[src/pkg/pio_defines.vh]
`ifndef PIO_DEFINES_VH
`define PIO_DEFINES_VH

// Special-function register addresses
`define PIO_ADDR_PORT0     8'h80
`define PIO_ADDR_PORT1     8'h90
`define PIO_ADDR_MODSEL    8'h9f
`define PIO_ADDR_PORT2     8'ha0
`define PIO_ADDR_PUDIS0    8'hb2
`define PIO_ADDR_PUDIS1    8'hb3
`define PIO_ADDR_PUDIS2    8'hb4

// Reset values
`define PIO_RST_LATCH      8'hff
`define PIO_RST_PUDIS      8'h00
`define PIO_RST_MODSEL     8'h00
`define PIO_RST_RDATA      8'h00

// Implemented bits of the port two pull-up register, the rest read zero
`define PIO_PUDIS2_MASK    8'h37

// Modulation pin-select bit positions
`define PIO_MS_P16         7
`define PIO_MS_P15         6
`define PIO_MS_P14         5
`define PIO_MS_P11         4
`define PIO_MS_P02         3
`define PIO_MS_P07         2
`define PIO_MS_P05         1
`define PIO_MS_P03         0

// Flat pin index of each port's bit zero
`define PIO_BASE_P0        0
`define PIO_BASE_P1        8
`define PIO_BASE_P2        16

// Carrier timing: clock and carrier rates in Hz
`define PIO_CLK_HZ         125000000
`define PIO_CARRIER_HZ     38000
// Half period in clock cycles, rounded to nearest
`define PIO_HALF_CYCLES    ((`PIO_CLK_HZ + `PIO_CARRIER_HZ) / (2 * `PIO_CARRIER_HZ))
`define PIO_CNT_W          11
`define PIO_CNT_ZERO       11'h000

`endif

[src/pio_top.v]
// Summary of operation
// - Three bidirectional ports, per-pin switchable pull-ups except port two pins 3, 6 and 7.
// - Pull-ups are enabled after reset.
// - Pull-up off makes pin open-drain.
// - One pull-up register per port.
// - Port latch captures bus on write.
// - Latch-read strobe returns stored latch values.
// - Pin-read strobe returns sensed pin levels.
// - Reads split into latch and pin classes.
// - Enabled peripheral owns its pins while their latch bits are one.
// - Pulled-up output: zero low, one high.
// - Open-drain pin with zero drives low.
// - Carrier output is level XOR 38 kHz.
// - Global enable bit gates the modulation.
// - Eight pins selectable for modulation.
// - Pull-up register bit one disables pull-up.
// - Select bits map to eight fixed pins.
// - Port zero and one latches reset ones.
`timescale 1ns/100ps
module pio_top (
   input  wire        i_core_clk,          // Core clock
   input  wire        i_rst,               // Synchronous reset, active high
   input  wire [7:0]  i_sfr_addr,          // Register address
   input  wire [7:0]  i_sfr_wdata,         // Internal bus write data
   input  wire        i_sfr_wr,            // Write strobe
   input  wire        i_rd_latch,          // Latch-read strobe
   input  wire        i_rd_pin,            // Pin-read strobe
   input  wire        i_modulation_global_enable, // Carrier on/off
   input  wire [23:0] i_alt_en,            // Peripheral owns this pin
   input  wire [23:0] i_alt_out,           // Peripheral output level
   input  wire [7:0]  i_port0_pad,         // Sensed levels, port zero
   input  wire [7:0]  i_port1_pad,         // Sensed levels, port one
   input  wire [7:0]  i_port2_pad,         // Sensed levels, port two
   output reg  [7:0]  o_sfr_rdata,         // Read data to internal bus
   output reg         o_sfr_rvalid,        // Read data valid, one cycle
   output wire [7:0]  o_port0_out,         // Pad output value, port zero
   output wire [7:0]  o_port0_oe,          // Low-driver enable, port zero
   output wire [7:0]  o_port0_pullup_en,   // Weak pull-up enable, port zero
   output wire [7:0]  o_port1_out,         // Pad output value, port one
   output wire [7:0]  o_port1_oe,          // Low-driver enable, port one
   output wire [7:0]  o_port1_pullup_en,   // Weak pull-up enable, port one
   output wire [7:0]  o_port2_out,         // Pad output value, port two
   output wire [7:0]  o_port2_oe,          // Low-driver enable, port two
   output wire [7:0]  o_port2_pullup_en,   // Weak pull-up enable, port two
   output reg  [7:0]  o_port0_latch,       // Latch contents, port zero
   output reg  [7:0]  o_port1_latch,       // Latch contents, port one
   output reg  [7:0]  o_port2_latch        // Latch contents, port two
);
`include "pio_defines.vh"

   // ------------------------------------------------------------
   // Register storage
   // ------------------------------------------------------------

   reg  [7:0]  port_zero_pullup_disable;   // One bit per pin, 1 = off
   reg  [7:0]  port_one_pullup_disable;    // One bit per pin, 1 = off
   reg  [7:0]  port_two_pullup_disable;    // Only implemented bits held
   reg  [7:0]  modulation_pin_select;      // Carrier routing per pin

   // Pad outputs are constant zero; a flip-flop keeps them registered
   reg  [23:0] pad_out;                    // Always low

   // Flat views used by the per-pin logic
   wire [23:0] latch_all;                  // All port latches
   wire [23:0] pudis_all;                  // All pull-up disables
   wire [23:0] mod_sel_all;                // Carrier routing per pin
   wire [23:0] level_gp;                   // Level before the carrier
   wire [23:0] level_pin;                  // Final level per pin
   wire [23:0] drive_low;                  // Low-driver enables
   wire [23:0] pullup_en;                  // Pull-up enables
   wire        carrier;                    // Square wave
   wire        mod_on;                     // Carrier globally enabled

   // Read path helpers
   reg  [7:0]  next_rdata;                 // Read data before the flop
   wire        any_read;                   // Either read strobe active

   // ------------------------------------------------------------
   // Functions
   // ------------------------------------------------------------

   // True when the given address decodes to the given register
   function hit;
      input [7:0] addr;
      input [7:0] reg_addr;
      begin
         hit = (addr == reg_addr);
      end
   endfunction

   // Spread the eight select bits onto the 24 flat pin positions
   function [23:0] spread_select;
      input [7:0] sel;
      reg   [23:0] m;
      begin
         m = 24'h000000;
         m[`PIO_BASE_P1 + 6] = sel[`PIO_MS_P16];
         m[`PIO_BASE_P1 + 5] = sel[`PIO_MS_P15];
         m[`PIO_BASE_P1 + 4] = sel[`PIO_MS_P14];
         m[`PIO_BASE_P1 + 1] = sel[`PIO_MS_P11];
         m[`PIO_BASE_P0 + 2] = sel[`PIO_MS_P02];
         m[`PIO_BASE_P0 + 7] = sel[`PIO_MS_P07];
         m[`PIO_BASE_P0 + 5] = sel[`PIO_MS_P05];
         m[`PIO_BASE_P0 + 3] = sel[`PIO_MS_P03];
         spread_select = m;
      end
   endfunction

   // ------------------------------------------------------------
   // Register writes
   // ------------------------------------------------------------

   // Every register takes the internal bus on the shared write strobe when its address matches; port two pull-up keeps only its implemented bits.
   // Writes are byte-wide; bit instructions arrive here already merged
   // by the CPU from a latch read, so a pin held low from outside never
   // leaks into the written value.
   always @(posedge i_core_clk) begin
      if (i_rst) begin
         o_port0_latch            <= `PIO_RST_LATCH;
         o_port1_latch            <= `PIO_RST_LATCH;
         o_port2_latch            <= `PIO_RST_LATCH;
         port_zero_pullup_disable <= `PIO_RST_PUDIS;
         port_one_pullup_disable  <= `PIO_RST_PUDIS;
         port_two_pullup_disable  <= `PIO_RST_PUDIS;
         modulation_pin_select    <= `PIO_RST_MODSEL;
      end else if (i_sfr_wr) begin
         // Port latches
         if (hit(i_sfr_addr, `PIO_ADDR_PORT0)) begin
            o_port0_latch <= i_sfr_wdata;
         end
         if (hit(i_sfr_addr, `PIO_ADDR_PORT1)) begin
            o_port1_latch <= i_sfr_wdata;
         end
         if (hit(i_sfr_addr, `PIO_ADDR_PORT2)) begin
            o_port2_latch <= i_sfr_wdata;
         end
         // Pull-up configuration, one register per port
         if (hit(i_sfr_addr, `PIO_ADDR_PUDIS0)) begin
            port_zero_pullup_disable <= i_sfr_wdata;
         end
         if (hit(i_sfr_addr, `PIO_ADDR_PUDIS1)) begin
            port_one_pullup_disable <= i_sfr_wdata;
         end
         if (hit(i_sfr_addr, `PIO_ADDR_PUDIS2)) begin
            // Reserved bits are not stored and read back as zero
            port_two_pullup_disable <= i_sfr_wdata & `PIO_PUDIS2_MASK;
         end
         // Carrier routing
         if (hit(i_sfr_addr, `PIO_ADDR_MODSEL)) begin
            modulation_pin_select <= i_sfr_wdata;
         end
      end
   end

   // ------------------------------------------------------------
   // Register reads
   // ------------------------------------------------------------

   assign any_read = i_rd_latch | i_rd_pin;

   // Port registers answer with the latch or with the pad level,
   // depending on which strobe the CPU raised. Read-modify-write
   // instructions raise the latch strobe, so a one written to an
   // output that is shorted low is read back as one.
   // If both strobes come together the latch wins, the safe side
   // for a read-modify-write. Configuration registers answer the same
   // to either strobe.
   always @* begin
      next_rdata = `PIO_RST_RDATA;
      case (i_sfr_addr)
         `PIO_ADDR_PORT0: begin
            if (i_rd_latch) begin
               next_rdata = o_port0_latch;
            end else begin
               next_rdata = i_port0_pad;
            end
         end
         `PIO_ADDR_PORT1: begin
            if (i_rd_latch) begin
               next_rdata = o_port1_latch;
            end else begin
               next_rdata = i_port1_pad;
            end
         end
         `PIO_ADDR_PORT2: begin
            if (i_rd_latch) begin
               next_rdata = o_port2_latch;
            end else begin
               next_rdata = i_port2_pad;
            end
         end
         `PIO_ADDR_MODSEL: begin
            next_rdata = modulation_pin_select;
         end
         `PIO_ADDR_PUDIS0: begin
            next_rdata = port_zero_pullup_disable;
         end
         `PIO_ADDR_PUDIS1: begin
            next_rdata = port_one_pullup_disable;
         end
         `PIO_ADDR_PUDIS2: begin
            next_rdata = port_two_pullup_disable;
         end
         default: begin
            // Unmapped address reads as zero
            next_rdata = `PIO_RST_RDATA;
         end
      endcase
   end

   // Read data is registered: valid one cycle after the strobe.
   // Data holds until the next read so a slow consumer may sample it.
   always @(posedge i_core_clk) begin
      if (i_rst) begin
         o_sfr_rdata  <= `PIO_RST_RDATA;
         o_sfr_rvalid <= 1'b0;
      end else begin
         o_sfr_rvalid <= any_read;
         if (any_read) begin
            o_sfr_rdata <= next_rdata;
         end
      end
   end

   // ------------------------------------------------------------
   // Carrier generator
   // ------------------------------------------------------------

   pio_carrier u_carrier (
      .i_core_clk (i_core_clk),
      .i_rst      (i_rst),
      .o_wave     (carrier)
   );

   // The global enable arrives from the configuration register that
   // lives outside this block; it is treated as synchronous.
   assign mod_on      = i_modulation_global_enable;
   assign mod_sel_all = spread_select(modulation_pin_select);

   // ------------------------------------------------------------
   // Per-pin level and driver
   // ------------------------------------------------------------

   assign latch_all = {o_port2_latch, o_port1_latch, o_port0_latch};
   assign pudis_all = {port_two_pullup_disable,
                       port_one_pullup_disable,
                       port_zero_pullup_disable};

   genvar g;
   generate
      for (g = 0; g < 24; g = g + 1) begin : g_pin
         // A pin owned by an enabled peripheral follows that peripheral.
         // The latch is still ANDed in, which is why software must keep
         // it at one: a zero latch would hold the pin low regardless.
         assign level_gp[g] = i_alt_en[g] ? (i_alt_out[g] & latch_all[g])
                                          : latch_all[g];
         // Modulated pins carry level XOR carrier; a written zero then
         // toggles at the carrier rate. Unselected pins pass through.
         assign level_pin[g] = (mod_on & mod_sel_all[g]) ? (level_gp[g] ^ carrier)
                                                          : level_gp[g];

         // Driver: a one releases the pin, so it reads as input (with
         // the pull-up holding it high, or floating when open-drain).
         pio_pin u_pin (
            .i_core_clk   (i_core_clk),
            .i_rst        (i_rst),
            .i_level      (level_pin[g]),
            .i_pu_disable (pudis_all[g]),
            .o_drive_low  (drive_low[g]),
            .o_pullup_en  (pullup_en[g])
         );
      end
   endgenerate

   // ------------------------------------------------------------
   // Pad value
   // ------------------------------------------------------------

   // The pad data is always low; only the enable moves. Kept as a flop
   // so every pad output leaves a register.
   always @(posedge i_core_clk) begin
      if (i_rst) begin
         pad_out <= 24'h000000;
      end else begin
         pad_out <= 24'h000000;
      end
   end

   // ------------------------------------------------------------
   // Output mapping
   // ------------------------------------------------------------

   assign o_port0_out       = pad_out[`PIO_BASE_P0 +: 8];
   assign o_port1_out       = pad_out[`PIO_BASE_P1 +: 8];
   assign o_port2_out       = pad_out[`PIO_BASE_P2 +: 8];
   assign o_port0_oe        = drive_low[`PIO_BASE_P0 +: 8];
   assign o_port1_oe        = drive_low[`PIO_BASE_P1 +: 8];
   assign o_port2_oe        = drive_low[`PIO_BASE_P2 +: 8];
   assign o_port0_pullup_en = pullup_en[`PIO_BASE_P0 +: 8];
   assign o_port1_pullup_en = pullup_en[`PIO_BASE_P1 +: 8];
   assign o_port2_pullup_en = pullup_en[`PIO_BASE_P2 +: 8];

endmodule

[src/pio_carrier.v]
`timescale 1ns/100ps
// Free-running square wave at the carrier rate
module pio_carrier (
   input  wire i_core_clk,   // Core clock
   input  wire i_rst,        // Synchronous reset, active high
   output reg  o_wave        // Square wave, 50 percent duty
);
`include "pio_defines.vh"

   // Integer form first, then cut to the counter width on purpose
   localparam integer          HALF_INT  = `PIO_HALF_CYCLES - 1;
   localparam [`PIO_CNT_W-1:0] HALF_LAST = HALF_INT[`PIO_CNT_W-1:0];

   reg [`PIO_CNT_W-1:0] count;   // Cycles into the current half period

   // Divide the core clock; one toggle per half period
   always @(posedge i_core_clk) begin
      if (i_rst) begin
         count  <= `PIO_CNT_ZERO;
         o_wave <= 1'b0;
      end else if (count == HALF_LAST) begin
         count  <= `PIO_CNT_ZERO;
         o_wave <= ~o_wave;
      end else begin
         count  <= count + 1'b1;
      end
   end

endmodule

[src/pio_pin.v]
`timescale 1ns/100ps
// One pin driver: low-side driver plus weak pull-up control
module pio_pin (
   input  wire i_core_clk,    // Core clock
   input  wire i_rst,         // Synchronous reset, active high
   input  wire i_level,       // Level the pin should show
   input  wire i_pu_disable,  // Pull-up disable bit for this pin
   output reg  o_drive_low,   // Output enable of the low driver
   output reg  o_pullup_en    // Weak pull-up enable to the pad
);

   // The pad only ever drives low; a one is left to the pull-up or
   // to an external resistor, so two pins tied together never fight.
   always @(posedge i_core_clk) begin
      if (i_rst) begin
         o_drive_low <= 1'b0;     // Latch resets high: pin released
         o_pullup_en <= 1'b1;
      end else begin
         o_drive_low <= ~i_level;
         o_pullup_en <= ~i_pu_disable;
      end
   end

endmodule

[config.mk]
export PLATFORM = sky130hd
export DESIGN_NAME = pio_top
export DESIGN_NICKNAME = d
export VERILOG_FILES = /design/src/pio_top.v /design/src/pio_carrier.v /design/src/pio_pin.v
export VERILOG_INCLUDE_DIRS = /design/src /design/src/pkg
export SDC_FILE = /design/constraint.sdc
export NUM_CORES = 1
export LEC_CHECK = 0
export BUFFER_PORTS_ARGS = -buffer_cell sky130_fd_sc_hd__buf_2
export CORE_MARGIN = 3
export CORE_UTILIZATION = 50
export DETAILED_ROUTE_END_ITERATION = 10
export GPL_TIMING_DRIVEN = 0
export PLACE_DENSITY = 0.89
export SETUP_SLACK_MARGIN = 0.05
export SYNTH_ARGS = -nofsm -noshare
export SYNTH_HDL_FRONTEND = slang
export SYNTH_HIERARCHICAL = 1
export SYNTH_SLANG_ARGS = --single-unit
export TNS_END_PERCENT = 10
[constraint.sdc]
create_clock -name i_core_clk -period 3.2 [get_ports i_core_clk]
set_input_delay 0.96 -clock i_core_clk [delete_from_list [all_inputs] [get_ports i_core_clk]]
set_output_delay 0.96 -clock i_core_clk [all_outputs]
set_load 0.01 [all_outputs]
# ---- After elaboration in Yosys (flattened, before gate mapping)
# Index checks and enable logic that the tools add are counted.
dict set report word_totals {
  word_cells 196
  regBits 119
  out_inout_bits 105
  in_bits 94
}
dict set report classes {
  n_reduce_logical 8
  bitwise 87
  eq_ne 8
  addsub 1
  muxes 36
}
# op n
set op_table {}
lappend op_table {{$eq A8 B8 Y1 const B} 7}
lappend op_table {{$pmux W8 S7} 1}
lappend op_table {{$not A1 Y1} 46}
lappend op_table {{$and A1 B1 Y1} 32}
lappend op_table {{$mux W1} 32}
lappend op_table {{$mux W8} 3}
lappend op_table {{$reduce_and A2 Y1} 7}
lappend op_table {{$add A11 B1 Y11 const B} 1}
lappend op_table {{$eq A11 B11 Y1 const B} 1}
lappend op_table {{$xor A1 B1 Y1} 8}
lappend op_table {{$reduce_or A2 Y1} 1}
lappend op_table {{$or A1 B1 Y1} 1}

# ---- Depth between registers and ports, before layout
dict set report logic_depth {
  word_depth 5
  ltp_mapped 7
  depth_no_buf 5
}

# ---- By module
# The synthesis kept the hierarchy.
# module seq_area_each_um2 area_per_inst_um2 instances cells_each
set modules_own_cells {}
lappend modules_own_cells {pio_top 1241.2 3682.3 1 440}
lappend modules_own_cells {pio_pin 40.0 50.0 24 4}
lappend modules_own_cells {pio_carrier 240.2 570.5 1 61}

# ---- Least setup slack after synthesis
# Ideal clock, no wire load.
dict set report synth_timing {
  kind {input -> register}
  from {in i_sfr_addr[0]}
  to {reg o_port0_latch[0]}
  t_arrival_ns 2.484
  t_required_ns 3.080
  stages 6
  path_buffers 3
  setup_slack_ns 0.596
  setup_time_ns 0.120
  cell_sequence {or4_4 > buf_6 > or3_1 > buf_6 > buf_6 > a211o_1}
}
dict set report synth_between {
  elab_chain_len 2
}
# item line
set synth_rtl {}
lappend synth_rtl {{start: declaration} pio_top.v:23} ;# input wire [7:0] i_sfr_addr,
lappend synth_rtl {{$eq A8 B8 Y1} pio_top.v:87} ;# hit = (addr == reg_addr);
lappend synth_rtl {{$reduce_and A2 Y1 (no line)} -}
lappend synth_rtl {{end signal: assignment} pio_top.v:119} ;# o_port0_latch <= `PIO_RST_LATCH;
lappend synth_rtl {{end signal: assignment} pio_top.v:129} ;# o_port0_latch <= i_sfr_wdata;
lappend synth_rtl {{end: declaration} pio_top.v:45} ;# output reg [7:0] o_port0_latch,
# No other way between the ends.
# A chain may end at the register's enable or synchronous reset.

# ---- Final worst setup path
dict set report layout_timing {
  from {in i_sfr_addr[4]}
  to {reg o_port2_latch[7]}
}
dict set report layout_between {
  elab_chain_len 2
}
# item line
set layout_rtl {}
lappend layout_rtl {{$eq A8 B8 Y1} pio_top.v:87}
lappend layout_rtl {{$reduce_and A2 Y1 (no line)} -}
lappend layout_rtl {{end signal: assignment} pio_top.v:121} ;# o_port2_latch <= `PIO_RST_LATCH;
lappend layout_rtl {{end signal: assignment} pio_top.v:135} ;# o_port2_latch <= i_sfr_wdata;
lappend layout_rtl {{end: declaration} pio_top.v:47} ;# output reg [7:0] o_port2_latch
# No other way between the ends.

==> qor.csv <==
stage;metric;value;unit
critical_path;rr_endpoint;u_carrier/count[10];
logic_synthesis;ys_ff_latch;122;
logic_synthesis;synth_area_leaders;dfxtp_1 45%, mux2i_1 7.3%, nor2_1 5.4%;
logic_synthesis;async_flop_share;0;%
routing;viasPerCell;5.50;
critical_path;endpoint_kind;flop;
floorplanning;fp.dieH;110;um
timing;drv_slew;0;
floorplanning;rows;37;
critical_path;r2r_start;u_carrier/count[0];
logic_synthesis;synth.cells.most_frequent;122 x dfxtp_1, 78 x nor2_1, 40 x mux2i_1, 38 x inv_1;
run_status;outcome;completed;
logic_synthesis;yosys.area.top_type;dfxtp_1;
cts;cts_setup_buffers;0;
flow_run;maxCapViolations;0;
timing;hold_viol;0;
cts;ctsHoldBuffers;0;
place;preCtsSetupSlack;270;ps
place;gp_congestion;0.920;
critical_path;path_cells;buf_2 > or4bb_1 > clkbuf_1 > or3_1 > buf_6 > buf_6 > a211o_1;
routing;drt-total-wl;15900;um
timing;min_period;2470;ps
timing;relSlewSlack;13.9;%
logic_synthesis;synthFlopType;dfxtp_1;
worst_hold_path;hp-class;flop to flop;
logic_synthesis;ys_seq_area_share;44.8;%
critical_path;path_delay_family;simple AND/OR/NAND/NOR gates;
critical_path;start_kind;input port;
cts;max-clock-path-buffers;2;
routing;routedWlPerCell;16.5;um
global_route;grt_util_all_layers;25.3;%
logic_synthesis;yosysMostFrequentCell;dfxtp_1;
critical_path;cpPeakStageDelay;510;ps
worst_hold_path;min_to;g_pin[6].u_pin/o_pullup_en;
logic_synthesis;postSynthCellCount;597;
critical_path;cp_num_buf_inv;4;
final_layout;regArea;0.00244;mm^2
final_layout;final_nets;910;
power;p_seq_share;41.2;%
floorplanning;ioPinCount;199;
floorplanning;die_x;110;um
critical_path;rrSetupSlack;1700;ps
routing;drtAntennaViolNets;0;
logic_synthesis;synth_enable_flop_cells;0;
power;p_int;2870;uW
timing;finalSetupTns;0;ps
critical_path;criticalPathCategory;input port to flop;
power;clockPowerShare;51.3;%
cts;cts_buffers;17;
cts;clk_pin_slew;60;ps
logic_synthesis;syn-cell-area;0.00545;mm^2
final_layout;drive_above_1_share;31.0;%
logic_synthesis;ys_types;52;
global_route;grt_pass1_wl;25300;um
floorplanning;dieArea;0.0122;mm^2
power;p_leak;0.00318;uW
global_route;grt-ovfl-total;0;
final_layout;multi_input_area;0.00260;mm^2
global_route;antenna_found_initial;0;
cts;h-tree-depth;4;
cts;root_buffer;clkbuf_8;
power;irDropWorstVdd;308;uV
cts;clock_latency;520;ps
critical_path;worstPathRequired;3610;ps
routing;drtIter0Drc;481;
timing;tightestPinTransition;1280;ps
power;combPwrFrac;7.5;%
place;numPortBuffers;172;
critical_path;cp_data_arrival_time;2880;ps
critical_path;rr_worst_depth;4;
power;cellPowerDensity;523;mW/mm^2
timing;max_freq;405;MHz
logic_synthesis;synth_top_area_share;44.8;%
timing;fin_skew;5.52;ps
floorplanning;design.core.area;0.0105;mm^2
floorplanning;initial_core_util;52.1;%
cts;cts.sinks;122;
critical_path;crit_top_cell;buf_6;
routing;drcViolationCount;0;
worst_hold_path;whs_path_depth;1;
final_layout;synthToLayoutAreaGrowth;31.7;%
power;switchingPower;884;uW
logic_synthesis;synth.avg_cell_area;9.14;um^2
place;place_hpwl;11500;um
critical_path;slowest_stage;or4bb_1;
cts;post_cts_resized;0;
timing;rsz0062_at_grt;no;
cts;cts_tree;built;
critical_path;worst-path-max-fanout;10;
final_layout;diodes;0;
routing;drt_pass1_iterations;5;
global_route;grt_max_degree;52;
routing;via_count;5292;
timing;post-route-period-util;77.2;%
logic_synthesis;yosys_warnings;6;
worst_hold_path;holdCritStartpoint;port_zero_pullup_disable[6];
global_route;first_global_vias;5048;
timing;layout_setup_ws;728;ps
power;netSwitchingFraction;23.5;%
timing;finalSetupViolCount;0;
final_layout;fillers;804;
## routing by layer
| metal | GRT usage, % | share of wire (%) |
|---|---|---|
| met3 | 6.85 | 11 |
| met2 | 42.7 | 47 |
| met4 | 11.0 | 3.8 |
| met5 | 0 | 0 |
| met1 | 30.0 | 38 |
## layout make-up
cell class,count,share of cell area [%]
plain buffers,56,5.09
clock buffers,18,5.96
clock inverters,14,2.39
inverters,38,1.99
multi-input cells,407,36.2
flip-flops and latches,122,34.0
well taps,136,2.37
repair buffers,172,12.0
## cell usage in the layout, fill, tap and decap left out, types with 8 or more instances in the layout
master,synthesis,final
buf_2,3,175
dfxtp_1,122,122
nor2_1,78,78
mux2i_1,40,40
inv_1,38,38
conb_1,1,27
a21oi_1,24,24
a211o_1,24,24
buf_4,24,24
nand2b_1,24,24
nand2_1,22,22
clkbuf_1,18,18
a21boi_0,16,16
o21ai_0,16,16
clkbuf_16,0,16
nor3_1,13,13
xor2_1,11,11
nand3_1,11,11
nand3b_1,11,11
a221oi_1,11,11
buf_6,8,8
mux2_2,8,8
## sequential cells by signal, indices dropped and copies added, names as in the netlist
| name | count |
|---|---|
| g_pin.u_pin/o_drive_low | 24 |
| g_pin.u_pin/o_pullup_en | 24 |
| modulation_pin_select | 8 |
| o_port0_latch | 8 |
| o_port1_latch | 8 |
| o_port2_latch | 8 |
| o_sfr_rdata | 8 |
| o_sfr_rvalid | 1 |
| port_one_pullup_disable | 8 |
| port_two_pullup_disable | 5 |
| port_zero_pullup_disable | 8 |
| u_carrier/count | 11 |
| u_carrier/o_wave | 1 |
## cells by family (layout without fill, tap and decap cells)
group	Yosys count	count (layout)	synth area share (%)
XOR/XNOR	12	12	1.93
adder cells (fa/ha/maj)	2	2	0.459
other	1	27	0.0688
AND/OR/NAND/NOR	201	201	19.2
buffers and inverters	94	298	9.31
flip-flops	122	122	44.8
AO/OA/AOI/OAI	117	117	15.2
multiplexers	48	48	8.99
## metrics by stage
stage / area [um^2] / power [uW] / utilization (%) / std cells / hold WS, ps
floorplan: 5550 / 1730 / - / 623 / 378
global placement: 6580 / 1850 / 62.9 / 931 / 393
detailed placement: 6580 / 1850 / 62.9 / 931 / 399
CTS: 7180 / 3750 / 68.6 / 963 / 412
global route: 7180 / 3860 / 68.6 / 963 / 430
finish: 7180 / 3760 / 68.6 / 963 / 412
## power by group through the flow
stage                     Sequential [uW]  Clock [uW]  Combinational, uW
after floorplan                      1590           0                142
after global placement               1580           0                268
after detailed placement             1580           0                272
after CTS                            1550        1930                275
after global routing                 1550        2010                307
final                                1550        1930                281
## worst max-delay path by stage
| stage | from | end | slack [ps] | cells after the start |
|---|---|---|---|---|
| 2_1_floorplan | i_sfr_addr[0] | o_port0_latch[0] | 600 | 6 |
| 3_3_place_gp | i_sfr_addr[4] | o_port2_latch[2] | 290 | 7 |
| 3_5_place_dp | i_sfr_addr[4] | o_port2_latch[7] | 270 | 7 |
| 4_1_cts | i_sfr_addr[4] | o_port2_latch[7] | 790 | 7 |
| 5_1_grt | i_sfr_addr[0] | o_sfr_rdata[7] | 590 | 6 |
| 6_report | i_sfr_addr[4] | o_port2_latch[7] | 730 | 7 |
Power figures use the tool's default switching activity.
